==> src/rtl/uepc_pkg.sv <==
// Package for the endpoint 0 peripheral control block.
// Assumes a single 25 MHz clock domain and a simple strobe register port.
package uepc_pkg;

  localparam int ADDR_W = 4;
  localparam int DATA_W = 16;

  // Register offsets; byte addresses are not used on this port.
  localparam logic [3:0] OFF_TX_SIZE = 4'h0;
  localparam logic [3:0] OFF_CSR0 = 4'h1;
  localparam logic [3:0] OFF_INTSTAT = 4'h2;
  localparam logic [3:0] OFF_INTMASK = 4'h3;
  localparam logic [3:0] OFF_INDEX = 4'h4;
  localparam logic [3:0] OFF_FIFO = 4'h5;

  // Maximum payload field.
  localparam int MAXP_W = 11;
  localparam logic [10:0] MAXP_RST = 11'h000;

  // Control and status bit positions.
  localparam int BIT_FLUSH = 8;
  localparam int BIT_SETUP_ACK = 7;
  localparam int BIT_RX_ACK = 6;
  localparam int BIT_STALL_REQ = 5;
  localparam int BIT_EARLY_END = 4;
  localparam int BIT_LAST_DATA = 3;
  localparam int BIT_STALL_SENT = 2;
  localparam int BIT_TX_LOADED = 1;
  localparam int BIT_RX_WAITING = 0;

  // Interrupt status bit positions.
  localparam int INT_TX_DONE = 0;
  localparam int INT_RX_READY = 1;
  localparam int INT_EARLY_END = 2;
  localparam int INT_STALL_SENT = 3;
  localparam int INT_W = 4;
  localparam logic [3:0] INT_RST = 4'h0;

  localparam logic [3:0] INDEX_RST = 4'h0;
  localparam int FIFO_DEPTH = 64;

  // Register port request.
  typedef struct packed {
    logic [3:0] addr;
    logic [15:0] wdata;
    logic wr;
    logic rd;
  } uepc_req_t;

  // Events from the packet engine.
  typedef struct packed {
    logic txSent;
    logic rxReceived;
    logic stallSent;
    logic xferEnded;
  } uepc_evt_t;

  typedef enum logic [1:0] {
    UEPC_IDLE,
    UEPC_TX,
    UEPC_RX
  } uepc_state_t;

endpackage

==> src/rtl/uepc_ep0_ctrl.sv <==
// Endpoint 0 peripheral control and status with transmit payload size.
// Assumes a packet engine reporting single-cycle events and a strobe register port.
`timescale 1ns/10ps
`default_nettype none
module uepc_ep0_ctrl
  import uepc_pkg::*;
#(
  parameter int FIFO_DEPTH_P = FIFO_DEPTH
) (
  input wire logic clk_sys,
  input wire logic rst,
  input wire uepc_pkg::uepc_req_t req,
  output logic [15:0] rdata,
  input wire uepc_pkg::uepc_evt_t evt,
  input wire logic rxByteValid,
  input wire logic [7:0] rxByte,
  input wire logic txByteReq,
  output logic [7:0] txByte,
  output logic [10:0] max_payload_bytes,
  output logic stallActive,
  output logic lastDataActive,
  output logic txLoaded,
  output logic fifoFlush,
  output logic [3:0] endpointSelect,
  output logic irq
);
  import uepc_pkg::*;

  localparam int PW = $clog2(FIFO_DEPTH_P);

  ////////////////////////////////////////////////////////////////////////////
  // Register decode.

  logic wrMaxp;
  logic wrCsr;
  logic wrIntStat;
  logic wrIntMask;
  logic wrIndex;
  logic wrFifo;
  logic rdFifo;
  assign wrMaxp = req.wr && req.addr == OFF_TX_SIZE;
  assign wrCsr = req.wr && req.addr == OFF_CSR0;
  assign wrIntStat = req.wr && req.addr == OFF_INTSTAT;
  assign wrIntMask = req.wr && req.addr == OFF_INTMASK;
  assign wrIndex = req.wr && req.addr == OFF_INDEX;
  assign wrFifo = req.wr && req.addr == OFF_FIFO;
  assign rdFifo = req.rd && req.addr == OFF_FIFO;

  logic cmdFlush;
  logic cmdSetupAck;
  logic cmdRxAck;
  logic cmdStall;
  logic cmdLastData;
  logic cmdStallSentWr;
  logic cmdTxLoad;
  assign cmdFlush = wrCsr && req.wdata[BIT_FLUSH];
  assign cmdSetupAck = wrCsr && req.wdata[BIT_SETUP_ACK];
  assign cmdRxAck = wrCsr && req.wdata[BIT_RX_ACK];
  assign cmdStall = wrCsr && req.wdata[BIT_STALL_REQ];
  assign cmdLastData = wrCsr && req.wdata[BIT_LAST_DATA];
  assign cmdStallSentWr = wrCsr;
  assign cmdTxLoad = wrCsr && req.wdata[BIT_TX_LOADED];

  ////////////////////////////////////////////////////////////////////////////
  // Maximum payload and index.

  logic [10:0] max_payload_bytes_r;
  always_ff @(posedge clk_sys or posedge rst) begin
    if (rst) begin
      max_payload_bytes_r <= MAXP_RST;
    end else if (wrMaxp) begin
      max_payload_bytes_r <= req.wdata[MAXP_W-1:0];
    end
  end
  assign max_payload_bytes = max_payload_bytes_r;

  logic [3:0] index_r;
  always_ff @(posedge clk_sys or posedge rst) begin
    if (rst) begin
      index_r <= INDEX_RST;
    end else if (wrIndex) begin
      index_r <= req.wdata[3:0];
    end
  end
  assign endpointSelect = index_r;

  ////////////////////////////////////////////////////////////////////////////
  // Control and status flags.

  logic rxWaiting_r;
  logic txLoaded_r;
  logic stallSent_r;
  logic earlyEnd_r;
  logic stallReq_r;
  logic lastData_r;
  logic flushDo;
  logic earlyEvt;

  assign flushDo = cmdFlush && (txLoaded_r || rxWaiting_r);
  assign earlyEvt = evt.xferEnded && !lastData_r;

  always_ff @(posedge clk_sys or posedge rst) begin
    if (rst) begin
      rxWaiting_r <= 1'b0;
    end else if (evt.rxReceived) begin
      rxWaiting_r <= 1'b1;
    end else if (cmdRxAck || flushDo || earlyEvt) begin
      rxWaiting_r <= 1'b0;
    end
  end

  always_ff @(posedge clk_sys or posedge rst) begin
    if (rst) begin
      txLoaded_r <= 1'b0;
    end else if (evt.txSent || flushDo || earlyEvt) begin
      txLoaded_r <= 1'b0;
    end else if (cmdTxLoad) begin
      txLoaded_r <= 1'b1;
    end
  end

  always_ff @(posedge clk_sys or posedge rst) begin
    if (rst) begin
      stallSent_r <= 1'b0;
    end else if (evt.stallSent) begin
      stallSent_r <= 1'b1;
    end else if (cmdStallSentWr) begin
      stallSent_r <= req.wdata[BIT_STALL_SENT];
    end
  end

  always_ff @(posedge clk_sys or posedge rst) begin
    if (rst) begin
      earlyEnd_r <= 1'b0;
    end else if (earlyEvt) begin
      earlyEnd_r <= 1'b1;
    end else if (cmdSetupAck) begin
      earlyEnd_r <= 1'b0;
    end
  end

  always_ff @(posedge clk_sys or posedge rst) begin
    if (rst) begin
      stallReq_r <= 1'b0;
    end else if (evt.stallSent) begin
      stallReq_r <= 1'b0;
    end else if (cmdStall) begin
      stallReq_r <= 1'b1;
    end
  end

  always_ff @(posedge clk_sys or posedge rst) begin
    if (rst) begin
      lastData_r <= 1'b0;
    end else if (evt.txSent || evt.xferEnded || flushDo) begin
      lastData_r <= 1'b0;
    end else if (cmdLastData) begin
      lastData_r <= 1'b1;
    end
  end

  assign stallActive = stallReq_r;
  assign lastDataActive = lastData_r;
  assign txLoaded = txLoaded_r;
  assign fifoFlush = flushDo || earlyEvt;

  ////////////////////////////////////////////////////////////////////////////
  // Endpoint 0 FIFO with pointers.

  logic [PW-1:0] wrPtr_r;
  logic [PW-1:0] rdPtr_r;
  logic memWr;
  logic [7:0] memWData;
  logic [7:0] memRData;
  logic memRd;

  assign memWr = wrFifo || rxByteValid;
  assign memWData = rxByteValid ? rxByte : req.wdata[7:0];
  assign memRd = rdFifo || txByteReq;

  always_ff @(posedge clk_sys or posedge rst) begin
    if (rst) begin
      wrPtr_r <= '0;
    end else if (fifoFlush) begin
      wrPtr_r <= '0;
    end else if (memWr) begin
      wrPtr_r <= wrPtr_r + 1'b1;
    end
  end

  always_ff @(posedge clk_sys or posedge rst) begin
    if (rst) begin
      rdPtr_r <= '0;
    end else if (fifoFlush) begin
      rdPtr_r <= '0;
    end else if (memRd) begin
      rdPtr_r <= rdPtr_r + 1'b1;
    end
  end

  uepc_fifo_mem #(
    .WIDTH(8),
    .DEPTH(FIFO_DEPTH_P)
  ) uFifo (
    .clk_sys(clk_sys),
    .wrEn(memWr),
    .wrAddr(wrPtr_r),
    .wrData(memWData),
    .rdAddr(rdPtr_r),
    .rdData(memRData)
  );
  assign txByte = memRData;

  ////////////////////////////////////////////////////////////////////////////
  // Interrupts.

  logic [INT_W-1:0] intEvt;
  logic [INT_W-1:0] intStat;
  logic [INT_W-1:0] intMask;
  logic [INT_W-1:0] intClr;
  always_comb begin
    intEvt = INT_RST;
    intEvt[INT_TX_DONE] = evt.txSent && txLoaded_r;
    intEvt[INT_RX_READY] = evt.rxReceived;
    intEvt[INT_EARLY_END] = earlyEvt;
    intEvt[INT_STALL_SENT] = evt.stallSent;
  end
  assign intClr = wrIntStat ? req.wdata[INT_W-1:0] : INT_RST;

  uepc_irq #(
    .W(INT_W)
  ) uIrq (
    .clk_sys(clk_sys),
    .rst(rst),
    .evt(intEvt),
    .clrBits(intClr),
    .maskWr(wrIntMask),
    .maskData(req.wdata[INT_W-1:0]),
    .status(intStat),
    .mask(intMask),
    .irq(irq)
  );

  ////////////////////////////////////////////////////////////////////////////
  // Read data, one cycle after the strobe.

  logic [15:0] rdata_nxt;
  logic rdFifo_r;
  always_comb begin
    rdata_nxt = 16'h0000;
    unique case (req.addr)
      OFF_TX_SIZE: rdata_nxt = {5'h00, max_payload_bytes_r};
      OFF_CSR0: rdata_nxt = {11'h000, earlyEnd_r, 1'b0, stallSent_r,
                             txLoaded_r, rxWaiting_r};
      OFF_INTSTAT: rdata_nxt = {12'h000, intStat};
      OFF_INTMASK: rdata_nxt = {12'h000, intMask};
      OFF_INDEX: rdata_nxt = {12'h000, index_r};
      default: rdata_nxt = 16'h0000;
    endcase
  end

  logic [15:0] rdata_r;
  always_ff @(posedge clk_sys or posedge rst) begin
    if (rst) begin
      rdata_r <= 16'h0000;
      rdFifo_r <= 1'b0;
    end else begin
      rdata_r <= req.rd ? rdata_nxt : 16'h0000;
      rdFifo_r <= rdFifo;
    end
  end
  assign rdata = rdFifo_r ? {8'h00, memRData} : rdata_r;

  ////////////////////////////////////////////////////////////////////////////
  // Assertions.

  flush_clears_a: assert property (@(posedge clk_sys) disable iff (rst)
    flushDo && !evt.rxReceived && !cmdTxLoad |=> !txLoaded_r && !rxWaiting_r)
    else $error("flush did not clear packet flags");
  flush_ptr_a: assert property (@(posedge clk_sys) disable iff (rst)
    flushDo |=> wrPtr_r == '0 && rdPtr_r == '0)
    else $error("flush did not reset fifo pointers");
  flush_idle_a: assert property (@(posedge clk_sys) disable iff (rst)
    cmdFlush && !txLoaded_r && !rxWaiting_r && !earlyEvt |-> !fifoFlush)
    else $error("flush acted with no packet pending");
  setup_ack_a: assert property (@(posedge clk_sys) disable iff (rst)
    cmdSetupAck && !earlyEvt |=> !earlyEnd_r)
    else $error("setup end not cleared by ack");
  rx_ack_a: assert property (@(posedge clk_sys) disable iff (rst)
    cmdRxAck && !evt.rxReceived |=> !rxWaiting_r)
    else $error("receive waiting not cleared by ack");
  stall_set_a: assert property (@(posedge clk_sys) disable iff (rst)
    cmdStall && !evt.stallSent |=> stallReq_r)
    else $error("stall request not taken");
  stall_clear_a: assert property (@(posedge clk_sys) disable iff (rst)
    evt.stallSent |=> !stallReq_r && stallSent_r)
    else $error("stall request not cleared after stall");
  early_end_a: assert property (@(posedge clk_sys) disable iff (rst)
    evt.xferEnded && !lastData_r |=> earlyEnd_r && wrPtr_r == '0 && intStat[INT_EARLY_END])
    else $error("early end not flagged");
  last_data_clr_a: assert property (@(posedge clk_sys) disable iff (rst)
    evt.xferEnded || evt.txSent |=> !lastData_r)
    else $error("last data marker not cleared");
  rx_set_a: assert property (@(posedge clk_sys) disable iff (rst)
    evt.rxReceived |=> rxWaiting_r && intStat[INT_RX_READY])
    else $error("receive not flagged");
  tx_done_a: assert property (@(posedge clk_sys) disable iff (rst)
    evt.txSent |=> !txLoaded_r && !lastData_r)
    else $error("loaded flag stayed after send");
  tx_irq_a: assert property (@(posedge clk_sys) disable iff (rst)
    evt.txSent && txLoaded_r |=> intStat[INT_TX_DONE])
    else $error("transmit done not flagged");
  csr_zero_a: assert property (@(posedge clk_sys) disable iff (rst)
    req.rd && req.addr == OFF_CSR0 |=> rdata[15:5] == 11'h000 && rdata[3] == 1'b0)
    else $error("command bits read nonzero");
  maxp_rd_a: assert property (@(posedge clk_sys) disable iff (rst)
    wrMaxp ##1 !wrMaxp ##1 (req.rd && req.addr == OFF_TX_SIZE && !wrMaxp) |=>
      rdata[15:11] == 5'h00 && rdata[10:0] == $past(req.wdata[10:0], 3))
    else $error("max payload readback wrong");

  cov_flush_c: cover property (@(posedge clk_sys) disable iff (rst) flushDo);
  cov_early_c: cover property (@(posedge clk_sys) disable iff (rst) earlyEvt);
  cov_stall_c: cover property (@(posedge clk_sys) disable iff (rst) stallReq_r ##1 evt.stallSent);
  cov_irq_c: cover property (@(posedge clk_sys) disable iff (rst) irq);
endmodule
`default_nettype wire

==> src/rtl/uepc_fifo_mem.sv <==
// Endpoint 0 packet buffer with a registered read port.
// Assumes one clock; pointers are kept by the caller.
`timescale 1ns/10ps
`default_nettype none
module uepc_fifo_mem #(
  parameter int WIDTH = 8,
  parameter int DEPTH = 64
) (
  input wire logic clk_sys,
  input wire logic wrEn,
  input wire logic [$clog2(DEPTH)-1:0] wrAddr,
  input wire logic [WIDTH-1:0] wrData,
  input wire logic [$clog2(DEPTH)-1:0] rdAddr,
  output logic [WIDTH-1:0] rdData
);
  logic [WIDTH-1:0] mem [DEPTH];

  always_ff @(posedge clk_sys) begin
    if (wrEn) begin
      mem[wrAddr] <= wrData;
    end
    rdData <= mem[rdAddr];
  end
endmodule
`default_nettype wire

==> src/rtl/uepc_irq.sv <==
// Sticky interrupt status with write-one-to-clear and a mask.
// Assumes events are single-cycle pulses on the system clock.
`timescale 1ns/10ps
`default_nettype none
module uepc_irq #(
  parameter int W = 4
) (
  input wire logic clk_sys,
  input wire logic rst,
  input wire logic [W-1:0] evt,
  input wire logic [W-1:0] clrBits,
  input wire logic maskWr,
  input wire logic [W-1:0] maskData,
  output logic [W-1:0] status,
  output logic [W-1:0] mask,
  output logic irq
);
  // A set in the same cycle as a clear wins.
  always_ff @(posedge clk_sys or posedge rst) begin
    if (rst) begin
      status <= '0;
    end else begin
      status <= (status & ~clrBits) | evt;
    end
  end

  always_ff @(posedge clk_sys or posedge rst) begin
    if (rst) begin
      mask <= '0;
    end else if (maskWr) begin
      mask <= maskData;
    end
  end

  assign irq = |(status & mask);
endmodule
`default_nettype wire

==> config.mk <==
export PLATFORM = sky130hd
export DESIGN_NAME = uepc_ep0_ctrl
export DESIGN_NICKNAME = d
export VERILOG_FILES = /design/src/rtl/uepc_pkg.sv /design/src/rtl/uepc_ep0_ctrl.sv /design/src/rtl/uepc_fifo_mem.sv /design/src/rtl/uepc_irq.sv
export SDC_FILE = /design/constraint.sdc
export NUM_CORES = 1
export LEC_CHECK = 0
export BUFFER_PORTS_ARGS = -buffer_cell sky130_fd_sc_hd__buf_2
export CELL_PAD_IN_SITES_DETAIL_PLACEMENT = 0
export CELL_PAD_IN_SITES_GLOBAL_PLACEMENT = 1
export CORE_MARGIN = 4
export CORE_UTILIZATION = 25
export DETAILED_ROUTE_END_ITERATION = 6
export PLACE_DENSITY_LB_ADDON = 0.1
export SLEW_MARGIN = 20
export SYNTH_ARGS = -nofsm -noshare
export SYNTH_HDL_FRONTEND = slang
export SYNTH_SLANG_ARGS = --single-unit
==> constraint.sdc <==
create_clock -name clk_sys -period 2.4 [get_ports clk_sys]
set_input_delay 0.12 -clock clk_sys [delete_from_list [all_inputs] [get_ports clk_sys]]
set_output_delay 0.12 -clock clk_sys [all_outputs]
set_load 0.01 [all_outputs]
# Word level (Yosys, flattened, before mapping)
# Memory sizes are Yosys's and may differ from the RTL's. A register that Yosys moved wholly into a read port is not among the register bits.
# Cells that the tools add are included.
# totals
ff_bits	58
latch_bits	0
ram_bits	512
romBits	0
output_inout_bits	44
wordCells	86
mem_count	1
# memory_table
name	depth	word_bits	read_ports	rd_ports_with_merged_regs	write_ports	line_no	source
uFifo.mem	64	8	1	1	1	uepc_fifo_mem.sv:16	logic [WIDTH-1:0] mem [DEPTH];
# classes
addsub	2
mul	0
div	0
magnitude_cmp	0
eq_ne	5
n_shift	0
n_mux	23
bitwise_logic	4
n_reduce_logical	37
# op_table
cell	count
one-hot mux 11 bit (5 select lines)	1
2-to-1 mux 16 bit	2
2-to-1 mux 6 bit	4
logical AND 1 bit	16
nonzero test 2 bit	8
2-to-1 mux 1 bit	14
adder 6 x 1 -> 6 bit, second input constant	2
logical OR 1 bit	10
bitwise AND 4 bit	2
equality test 4 x 2 -> 1 bit, second input constant	2
equality test 4 x 3 -> 1 bit, second input constant	2
2-to-1 mux 8 bit	1
equality test 4 x 1 -> 1 bit, second input constant	1
zero test 4 bit	1
2-to-1 mux 4 bit	1
NOT 4 bit	1
bitwise OR 4 bit	1
OR reduction 4 bit	1
zero test 1 bit	1

# Depth between registers and ports, before layout
# Gate-level depths: netlist (run 1).
# logic_depth
depth_word	8
mapped_depth	9
mapped_depth_nobuf	5

# By module
# From an unflattened synthesis (run 1), not the netlist that was laid out.
# unflattened
cells_unflattened	1174
hier_area_um2	22878.2
# by_module_without_submodules
module	n_inst	cells_per_inst	area_each_um2
uepc_fifo_mem	1	940	20166.8
uepc_ep0_ctrl	1	210	2398.6
uepc_irq	1	24	312.8

# Worst setup path before layout (run 1)
# No wires, ideal clock.
# synth_timing
path_kind	register to register
from	reg rdPtr_r[0]
to	reg uFifo.rdData[2], read port of uFifo.mem
setup_time_ps	136
arrival_time_ps	1869
path_slack_ps	395
path_stages_with_launch	7
n_path_buf	3
cell_sequence	dfrtp_1 > buf_6 > buf_6 > buf_2 > mux4_2 > a2111oi_0 > a211oi_1
# synth_lines
item	line_no	source
start: declaration	uepc_ep0_ctrl.sv:171	logic [PW-1:0] rdPtr_r;
start signal: assignment	uepc_ep0_ctrl.sv:197	rdPtr_r <= rdPtr_r + 1'b1;
end: declaration	uepc_fifo_mem.sv:14	output logic [WIDTH-1:0] rdData

==> out/qor.yml, run 1 <==
grt_max_degree: 65
numClockSinks: 573
p_sw_share_pct: 23.34
wl_um: 70600
maxCapViolCount: 0
critical_path_class: "register to register"
leakagePower_uw: 0.009632
first_iter_violations: 683
dp_hpwl_um: 45260
cp_common_cell: "buf_4"
htreeDepth: 3
worstPathRequired_ns: 2.85
antenna_left: 0
min_period_ns: 2.396
status: "completed"
groute.usage.overall_pct: 14.64
synth_ff_type: "edfxtp_1"
cp_max_fo: 7
crit_chain: "clkbuf_4 -> clkbuf_16 -> buf_4 -> mux4_2 -> a2111oi_4 -> buf_4 -> a22o_4 -> a211oi_1"
fin_util_pct: 31.95
cp_slowest_cell: "dfrtp_4"
synth_cell_types: 58
powerDensity_mw_per_mm2: 802.5
pwr-share-comb_pct: 9.0
via_per_inst: 4.482
clk_pin_slew_worst_paths_ns: 0.06
p_clk_share_pct: 42.4
drc_errors: 0
synth-edff-count: 512
initial_core_util_pct: 25.25
dieArea_mm2: 0.09595
async_flop_share_pct: 9.250
ir_worst_vdd_mv: 0.3908
slowest_delay_ns: 0.48
finalSetupTns_ns: 0
cp_top_family: "buffers and inverters"
netSwitchingPower_uw: 5394
yosys.area.top_type: "edfxtp_1"
slew_violations: 0
layout.nets: 1572
fin_crit_sh_pct: 99.84
yosysMostFrequentCell: "edfxtp_1"
slew_headroom_pct: 35.29
io_pins: 82
core.rowCount: 110
synthCells: 1218
cts_root_buffer: "clkbuf_16"
insertion_delay_ns: 0.60
rsz0062_at_grt: "true"
crit_arrival_ns: 2.85
wl_per_cell_um: 25.57
p_seq_share_pct: 48.6
synth_top_area_share_pct: 67.54
port_buffers: 71
fmax_ghz: 0.4173
hp-class: "input port to register"
die_x_um: 309.8
cts_tree: "built"
die_y_um: 309.8
setup_viol_count_final: 0
grt_pass1_vias: 12990
antenna_cells: 0
ys_warn_count: 0
worst_pin_slew_ns: 0.9707
drive_gt1_share_pct: 34.83
hold_viol_final: 0
syn_to_final_growth_pct: 26.54
cts.path.max_buffers: 3
drtPass1Iterations: 5
synthTopCellsByArea: "edfxtp_1 (68%), mux4_2 (7.7%), dfrtp_1 (5.8%)"
grt_pass1_wl_um: 99650
path_buf_inv: 4
clock-skew-final_ns: 0.02798
crit_path_start_kind: "register"
whs_ns: 0.07311
antenna_found_initial: 1
gr-total-overflow: 0
coreArea_mm2: 0.09015
internal-power_uw: 17720
cts-buffers-inserted: 69
vias: 12380
routabilityCongestion: 0.7416
synth_top_cells_by_count: "edfxtp_1 (512), nor2_1 (108), mux2i_1 (103)"
ys_ff_latch: 573
end_kind: "register"
syn_avg_cell_area_um2: 18.69
yosysSeqAreaShare_pct: 74.07
synth_area_mm2: 0.02276
## worst min-delay path, stage by stage
cell,delay (ns)
buf_2,0.09
a31o_2,0.24
xnor2_1,0.10
nor2_1,0.08
## layer usage
layer / wire length [um] / vias up / track usage (%)
li1: - / 5543 / -
met1: 33400 / 6518 / 20.78
met2: 33130 / 228 / 23.69
met3: 2385 / 87 / 2.027
met4: 1675 / 0 / 3.920
met5: 0 / - / 0
## metrics by stage
stage	worst slack, ns	total power [uW]	cell area [um2]	cells
2_1_floorplan	0.3949	12430	22780	1222
3_3_place_gp	-0.7283	13400	25890	2596
3_5_place_dp	-0.6793	13410	25890	2596
4_1_cts	-0.03167	23470	28540	2753
5_1_grt	-0.04944	24050	28800	2761
6_report	0.003845	23120	28800	2761
## flip-flops by register name (all words and copies together), names as in the netlist
name,cells
uIrq.mask,4
rdata_r,11
rdFifo_r,1
uFifo.rdData,8
wrPtr_r,6
rxWaiting_r,1
lastDataActive,1
uIrq.status,4
max_payload_bytes,11
stallActive,1
earlyEnd_r,1
stallSent_r,1
rdPtr_r,6
uFifo.mem,512
endpointSelect,4
txLoaded,1
## power by group through the flow
stage          Combinational, uW  Sequential [uW]  Clock, uW
2_1_floorplan               1020            11400          0
3_3_place_gp                1950            11500          0
3_5_place_dp                1950            11500          0
4_1_cts                     2060            11300      10200
5_1_grt                     2230            11200      10600
6_report                    2080            11200       9800
## path summary, 6_finish.rpt
kind	startpoint	end	slack (ns)	cells after the start
max	rdPtr_r[0]$_DFFE_PP0P_	uFifo.rdData[2]$_DFF_P_	0.004	8
min	txByteReq	rdPtr_r[0]$_DFFE_PP0P_	0.07	4
max reg2reg	rdPtr_r[0]$_DFFE_PP0P_	uFifo.rdData[2]$_DFF_P_	0.004	8
min reg2reg	max_payload_bytes[10]$_DFFE_PP0P_	rdata_r[10]$_DFF_PP0_	0.52	1
max in group asynchronous	rst	rdata_r[3]$_DFF_PP0_	1.60	4
min in group asynchronous	rst	rdata_r[5]$_DFF_PP0_	0.19	3
## cell usage in the layout (no fill, tap or decap), types with 6 or more instances in the layout
master | Yosys | final
a2111oi_4 | 0 | 8
a211oi_1 | 14 | 12
a21oi_1 | 12 | 9
a221oi_2 | 1 | 6
a22oi_1 | 12 | 11
and2_1 | 8 | 8
and3_1 | 6 | 6
buf_12 | 2 | 22
buf_2 | 20 | 71
buf_4 | 13 | 186
clkbuf_1 | 19 | 20
clkbuf_16 | 0 | 71
clkinv_1 | 0 | 13
clkinv_2 | 0 | 10
dfrtp_1 | 53 | 49
dfxtp_1 | 8 | 8
dlygate4sd3_1 | 0 | 27
edfxtp_1 | 512 | 512
mux2_2 | 35 | 35
mux2i_1 | 103 | 101
mux4_1 | 9 | 7
mux4_2 | 78 | 80
nand2_1 | 26 | 26
nand2b_1 | 6 | 6
nand3_1 | 6 | 6
nor2_1 | 108 | 108
nor2b_1 | 13 | 12
o21ai_0 | 11 | 6
o21ai_1 | 3 | 7
o22ai_1 | 20 | 13
o22ai_2 | 0 | 7
xor2_1 | 6 | 6
## cell type report
type	count	area [um2]
Inverter	3	11.26
Multi-Input combinational cell	572	5788
Timing Repair Buffer	313	2569
Clock buffer	91	1829
Tap cell	1176	1471
Clock inverter	33	264.0
Fill cell	8709	61350
Sequential cell	573	16870
## repair_timing
action,4_1_cts,5_1_grt
buffers inserted,5,8
endpoints found under the setup margin,8,9
hold endpoints to repair,61,0
gates resized for setup,43,39
hold buffers,27,0
pin swaps,2,10
cloned,1,2
## cells by family (layout without fill, tap and decap cells)
logic type | after synthesis | in the layout | share of synthesized area [%]
buffers and inverters | 77 | 440 | 2.094
and+or+nand+nor | 197 | 197 | 4.029
other | 1 | 5 | 0.01647
muxes | 225 | 225 | 15.02
DFF | 573 | 573 | 74.07
AOI/OAI and AO/OA | 135 | 135 | 4.353
xor gates and xnor gates | 8 | 8 | 0.3078
adders and majority gates | 2 | 2 | 0.1099
(Power assumes the default switching activity.)
==> inputs of run 2 (changes only) <==
--- a/config.mk
+++ b/config.mk
@@ -5,6 +5,7 @@
 export SDC_FILE = /design/constraint.sdc
 export NUM_CORES = 1
 export LEC_CHECK = 0
+export ABC_AREA = 1
 export BUFFER_PORTS_ARGS = -buffer_cell sky130_fd_sc_hd__buf_2
 export CELL_PAD_IN_SITES_DETAIL_PLACEMENT = 0
 export CELL_PAD_IN_SITES_GLOBAL_PLACEMENT = 1
==> run 2 against run 1 <==
Setup slack improved by 0.28 ns. Sequential power barely moved. Die area rose by 6.7%. Register-to-register slack improved by 0.28 ns. Cell area rose by 2.4%. Clock skew barely moved. Combinational power fell by 2%. Global-route usage rose by 0.41 points. Sequential share of layout area fell by 1.4 points. Critical endpoint is now stallSent_r$_DFFE_PP0P_. Largest cell class unchanged. Largest power group unchanged.
==> out/qor.yml, run 2 <==
status: "completed"
insertion_delay_ns: 0.62
port_buffers: 71
core.rowCount: 114
grt_pass1_vias: 16580
synth_cell_types: 35
end_kind: "register"
syn_to_final_growth_pct: 21.26
antenna_found_initial: 0
groute.usage.overall_pct: 15.05
dp_hpwl_um: 47300
hold_viol_final: 0
ir_worst_vdd_mv: 0.4319
min_period_ns: 2.114
fin_crit_sh_pct: 88.09
rr_endpoint: "uFifo.rdData[6]$_DFF_P_"
layout.nets: 2525
largest_register_ffs: 512
leakagePower_uw: 0.01170
synth_area_mm2: 0.02433
drive_gt1_share_pct: 12.95
fmax_ghz: 0.4730
netSwitchingPower_uw: 5781
wl_um: 77000
p_seq_share_pct: 47.8
largest_register: "uFifo.mem"
gr-total-overflow: 0
cts_tree: "built"
rsz0062_at_grt: "false"
crit_path_start_kind: "input port"
coreArea_mm2: 0.09657
crit_arrival_ns: 2.60
grt_pass1_wl_um: 113800
cts.path.max_buffers: 3
ys_ff_latch: 573
hold_path.startpoint: "req[1]"
ys_warn_count: 0
maxCapViolCount: 0
slew_headroom_pct: 41.00
die_y_um: 319.9
hold_end: "uIrq.mask[1]$_DFFE_PP0P_"
hp-class: "input port to register"
setup_viol_count_final: 0
async_flop_share_pct: 9.250
wl_per_cell_um: 20.20
routabilityCongestion: 0.7760
htreeDepth: 3
synthCells: 2298
numClockSinks: 573
mostFrequentLayoutCells: "nand2_1 (750), edfxtp_1 (512), nand3_1 (289)"
pwr-share-comb_pct: 8.6
syn_avg_cell_area_um2: 10.59
die_x_um: 319.9
worst_r2r_path_depth: 10
synth_top_area_share_pct: 63.20
initial_core_util_pct: 25.19
power_uw: 23510
layout_commonest_cell: "nand2_1"
reg2reg_slack_ns: 0.29
drc_errors: 0
worstPathRequired_ns: 2.89
drtPass1Iterations: 5
finalSetupTns_ns: 0
internal-power_uw: 17730
vias: 16390
io_pins: 82
yosys.area.top_type: "edfxtp_1"
rr_startpoint: "rdPtr_r[1]$_DFFE_PP0P_"
dieArea_mm2: 0.1024
fillers: 9883
slew_violations: 0
first_iter_violations: 1080
cp_max_fo: 5
yosysSeqAreaShare_pct: 69.31
synth_ff_type: "edfxtp_1"
cts_root_buffer: "clkbuf_16"
holdPathStages: 3
antenna_left: 0
synth_top_cells_by_count: "nand2_1 (750), edfxtp_1 (512), nand3_1 (289)"
p_sw_share_pct: 24.59
powerDensity_mw_per_mm2: 797.0
critical_path_class: "input port to register"
via_per_inst: 4.302
cts-buffers-inserted: 70
clk_pin_slew_worst_paths_ns: 0.06
synthTopCellsByArea: "edfxtp_1 (63%), nand2_1 (12%), nand3_1 (5.9%)"
clock-skew-final_ns: 0.02792
grt_max_degree: 85
yosysMostFrequentCell: "nand2_1"
synth-edff-count: 512
worst_pin_slew_ns: 0.8816
p_clk_share_pct: 43.6
cts_resized: 0
run 2: changes by cell type after synthesis, moves of 19 or more:
cell / previous run / this run
nand2_1: 26 / 750
mux4_2: 78 / 0
buf_2: 20 / 67
mux2_2: 35 / 8
o21ai_0: 11 / 55
o211ai_1: 5 / 24
a21oi_1: 12 / 44
inv_1: 3 / 214
nor2_1: 108 / 174
nand3_1: 6 / 289
mux2i_1: 103 / 0
run 2: how the worst max path moves through the flow:
stage	cells past startpoint	end	startpoint
5_1_grt	9	stallSent_r$_DFFE_PP0P_	req[18]
4_1_cts	10	uFifo.rdData[6]$_DFF_P_	rdPtr_r[1]$_DFFE_PP0P_
2_1_floorplan	2	uFifo.mem[0][3]$_DFFE_PP_	req[5]
3_5_place_dp	10	uFifo.rdData[6]$_DFF_P_	rdPtr_r[1]$_DFFE_PP0P_
3_3_place_gp	10	uFifo.rdData[6]$_DFF_P_	rdPtr_r[1]$_DFFE_PP0P_
6_report	9	stallSent_r$_DFFE_PP0P_	req[18]
run 2: cell type report:
| type | count | area (um2) | share of cell area (%) |
|---|---|---|---|
| well taps | 1276 | 1597 | 5.412 |
| multi-input cells | 1392 | 6171 | 20.92 |
| diodes | 3 | 7.507 | 0.02545 |
| clock inverters | 32 | 310.3 | 1.052 |
| clock buffers | 87 | 1868 | 6.333 |
| flip-flops and latches | 573 | 16870 | 57.19 |
| inverters | 223 | 849.6 | 2.880 |
| repair buffers | 225 | 1827 | 6.193 |
run 2: logic make-up after synthesis:
logic type,count (synthesis),synth area share (%)
simple gates,1241,21.28
flops,573,69.31
buf+inv,337,5.750
compound gates,136,3.163
mux,8,0.3703
fa+ha+maj,2,0.1029
other cells,1,0.01542
run 2: power by group through the flow:
stage	Sequential [uW]	Clock, uW	Combinational (uW)
after floorplan	11400	0	1090
after global placement	11400	0	2060
after detailed placement	11400	0	2070
after CTS	11200	10600	2100
after global routing	11200	11100	2280
final	11200	10300	2030
run 2: repair_timing:
item                                   CTS  global route
buffers inserted                         0             0
hold buffers                            31             0
endpoints found under the hold margin   94             0
run 2: routing by layer:
metal  vias up  share of wire, %  track usage [%]  wire [um]
met5         -                 0                0          0
met2       322                47            24.47      35820
met4         0               2.2            4.287       1683
met1      7936                47            20.79      36370
met3        97               4.1            2.430       3127
li1       8039                 -                -          -
run 2: through the flow:
step                worst slack, ns  cell area [um2]  hold WS, ns  utilization [%]  cells
finish                       0.2858            29500      0.04945            30.55   3811
global route                0.08072            29490      0.06083            30.54   3808
CTS                          0.2319            29490     0.001497            30.54   3808
detailed placement           0.2451            27000      0.07096            27.96   3658
global placement             0.1876            27000      0.06588            27.96   3658
floorplan                   0.08003            24350       0.1831                -   2302
run 2: worst max-delay path: stages:
cell and delay, ns:
dlygate4sd3_1 0.52, buf_2 0.13, inv_1 0.09, nor2_4 0.19, nand3_2 0.15, dlygate4sd3_1 0.63
a21oi_1 0.13, o21ai_0 0.08, dlygate4sd3_1 0.57
==> inputs of run 3 (changes only) <==
==> constraint.sdc (replaced) <==
create_clock -name clk_sys -period 2.6 [get_ports clk_sys]
set_input_delay 0.13 -clock clk_sys [delete_from_list [all_inputs] [get_ports clk_sys]]
set_output_delay 0.13 -clock clk_sys [all_outputs]
set_load 0.01 [all_outputs]
==> run 3 against run 2 <==
Largest power group unchanged. Utilization about the same. Sequential share of layout area hardly changed. Cell area is essentially flat. Largest cell class unchanged. Critical endpoint is now uFifo.rdData[1]$_DFF_P_. Highest routed layer unchanged.
==> out/qor.yml, run 3 (synthesis gave the netlist of run 2 again) <==
cp_top_family: "simple AND/OR/NAND/NOR gates"
preCtsSetupSlack_ns: 0.3897
numClockSinks: 573
cts_setup_buffers: 0
maxCapViolCount: 0
grt_pass1_vias: 16610
setup_viol_count_final: 0
slowest_delay_ns: 0.56
crit_path_start_kind: "register"
layout.nets: 2523
fillers: 9940
fin_crit_sh_pct: 84.16
holdPathStages: 4
regArea_mm2: 0.01687
largest_register_ffs: 512
routabilityCongestion: 0.7629
critical_path_class: "register to register"
slew_violations: 0
insertion_delay_ns: 0.61
via_per_inst: 4.304
crit_arrival_ns: 2.67
gr-total-overflow: 0
syn_to_final_growth_pct: 21.21
cp_common_cell: "nand2_1"
rr_startpoint: "rdPtr_r[0]$_DFFE_PP0P_"
status: "completed"
ir_worst_vdd_mv: 0.3439
multiInputGateArea_mm2: 0.006171
leakagePower_uw: 0.01172
finalSetupTns_ns: 0
port_buffers: 71
core.rowCount: 114
wl_per_cell_um: 20.44
crit_chain: "inv_6 -> buf_12 -> nand2_1 -> nand3_1 -> a21oi_1 -> nor2_1 -> nand2_1 -> nand3_1 -> nand2_1"
first_iter_violations: 1068
drive_gt1_share_pct: 13.06
worst_pin_slew_ns: 0.7264
power_uw: 21480
end_kind: "register"
mostFrequentLayoutCells: "nand2_1 (750), edfxtp_1 (512), nand3_1 (289)"
grt_max_degree: 93
cts.path.max_buffers: 3
worstPathRequired_ns: 3.09
rr_endpoint: "uFifo.rdData[1]$_DFF_P_"
path_buf_inv: 2
startpoint: "rdPtr_r[0]$_DFFE_PP0P_"
vias: 16400
rsz0062_at_grt: "false"
antenna_left: 0
drtPass1Iterations: 7
cts-buffers-inserted: 69
cp_max_fo: 31
cp_slowest_cell: "dfrtp_4"
io_pins: 82
setup_ws_ns: 0.4119
die_x_um: 319.9
antenna_found_initial: 2
worst_r2r_path_depth: 9
crit_cells: 9
reg2reg_slack_ns: 0.41
dieArea_mm2: 0.1024
coreArea_mm2: 0.09657
grt_pass1_wl_um: 114300
min_period_ns: 2.188
clk_pin_slew_worst_paths_ns: 0.06
cts_root_buffer: "clkbuf_16"
hp-class: "input port to register"
powerDensity_mw_per_mm2: 728.4
hold_viol_final: 0
slew_headroom_pct: 51.46
fmax_ghz: 0.4570
dp_hpwl_um: 47050
drc_errors: 0
worstSetupEndpoint: "uFifo.rdData[1]$_DFF_P_"
cts_tree: "built"
layout_commonest_cell: "nand2_1"
wl_um: 77880
groute.usage.overall_pct: 15.14
die_y_um: 319.9
stdcell_area_mm2: 0.02948
whs_ns: 0.06435
placed_area_mm2: 0.02707
htreeDepth: 3
clock-skew-final_ns: 0.02516
largest_register: "uFifo.mem"
initial_core_util_pct: 25.19
## run 3: per-stage QoR
stage / util, % / cells
after floorplan: - / 2302
after global placement: 28.04 / 3661
after detailed placement: 28.04 / 3661
after CTS: 30.53 / 3810
after global routing: 30.53 / 3810
final: 30.53 / 3811
## run 3: per-layer routing
metal,share of wire (%),up-vias,GRT usage [%]
met3,4.1,76,2.443
met5,0,-,0
met2,48,308,25.48
li1,-,8033,-
met1,46,7984,20.37
met4,1.9,0,3.908
## run 3: cell type report
type | count | area share (%)
diodes | 1 | 0.008487
clock buffers | 100 | 6.815
clock inverters | 22 | 0.4328
inverters | 223 | 2.881
multi-input cells | 1392 | 20.93
flip-flops and latches | 573 | 57.21
well taps | 1276 | 5.415
repair buffers | 224 | 6.306
## run 3: worst min-delay path: cells and delay by family
family | cells | cell delay [ns]
buf+inv | 1 | 0.16
compound gates | 1 | 0.10
simple gates | 2 | 0.23
## run 3: timing repair
action	in CTS	in global routing
endpoints found under the hold margin	75	0
gates resized for setup	0	0
hold buffers	27	0
## run 3: power by group
part           leakage, uW  internal, uW  total (uW)  switching, uW
combinational      0.00530           558        1900           1340
clock              0.00105          5370        9220           3850
sequential         0.00536         10200       10400            129
total               0.0117         16200       21500           5310
## run 3: worst min path at each step
stage                     startpoint                               end  slack (ns)
after floorplan               evt[1]           stallActive$_DFFE_PP0P_        0.19
after global placement           rst  max_payload_bytes[1]$_DFFE_PP0P_        0.19
after detailed placement         rst  max_payload_bytes[1]$_DFFE_PP0P_        0.20
after CTS                     req[1]          uIrq.status[2]$_DFF_PP0_        0.01
after global routing          req[1]            earlyEnd_r$_DFFE_PP0P_        0.08
final                         req[1]            earlyEnd_r$_DFFE_PP0P_        0.06
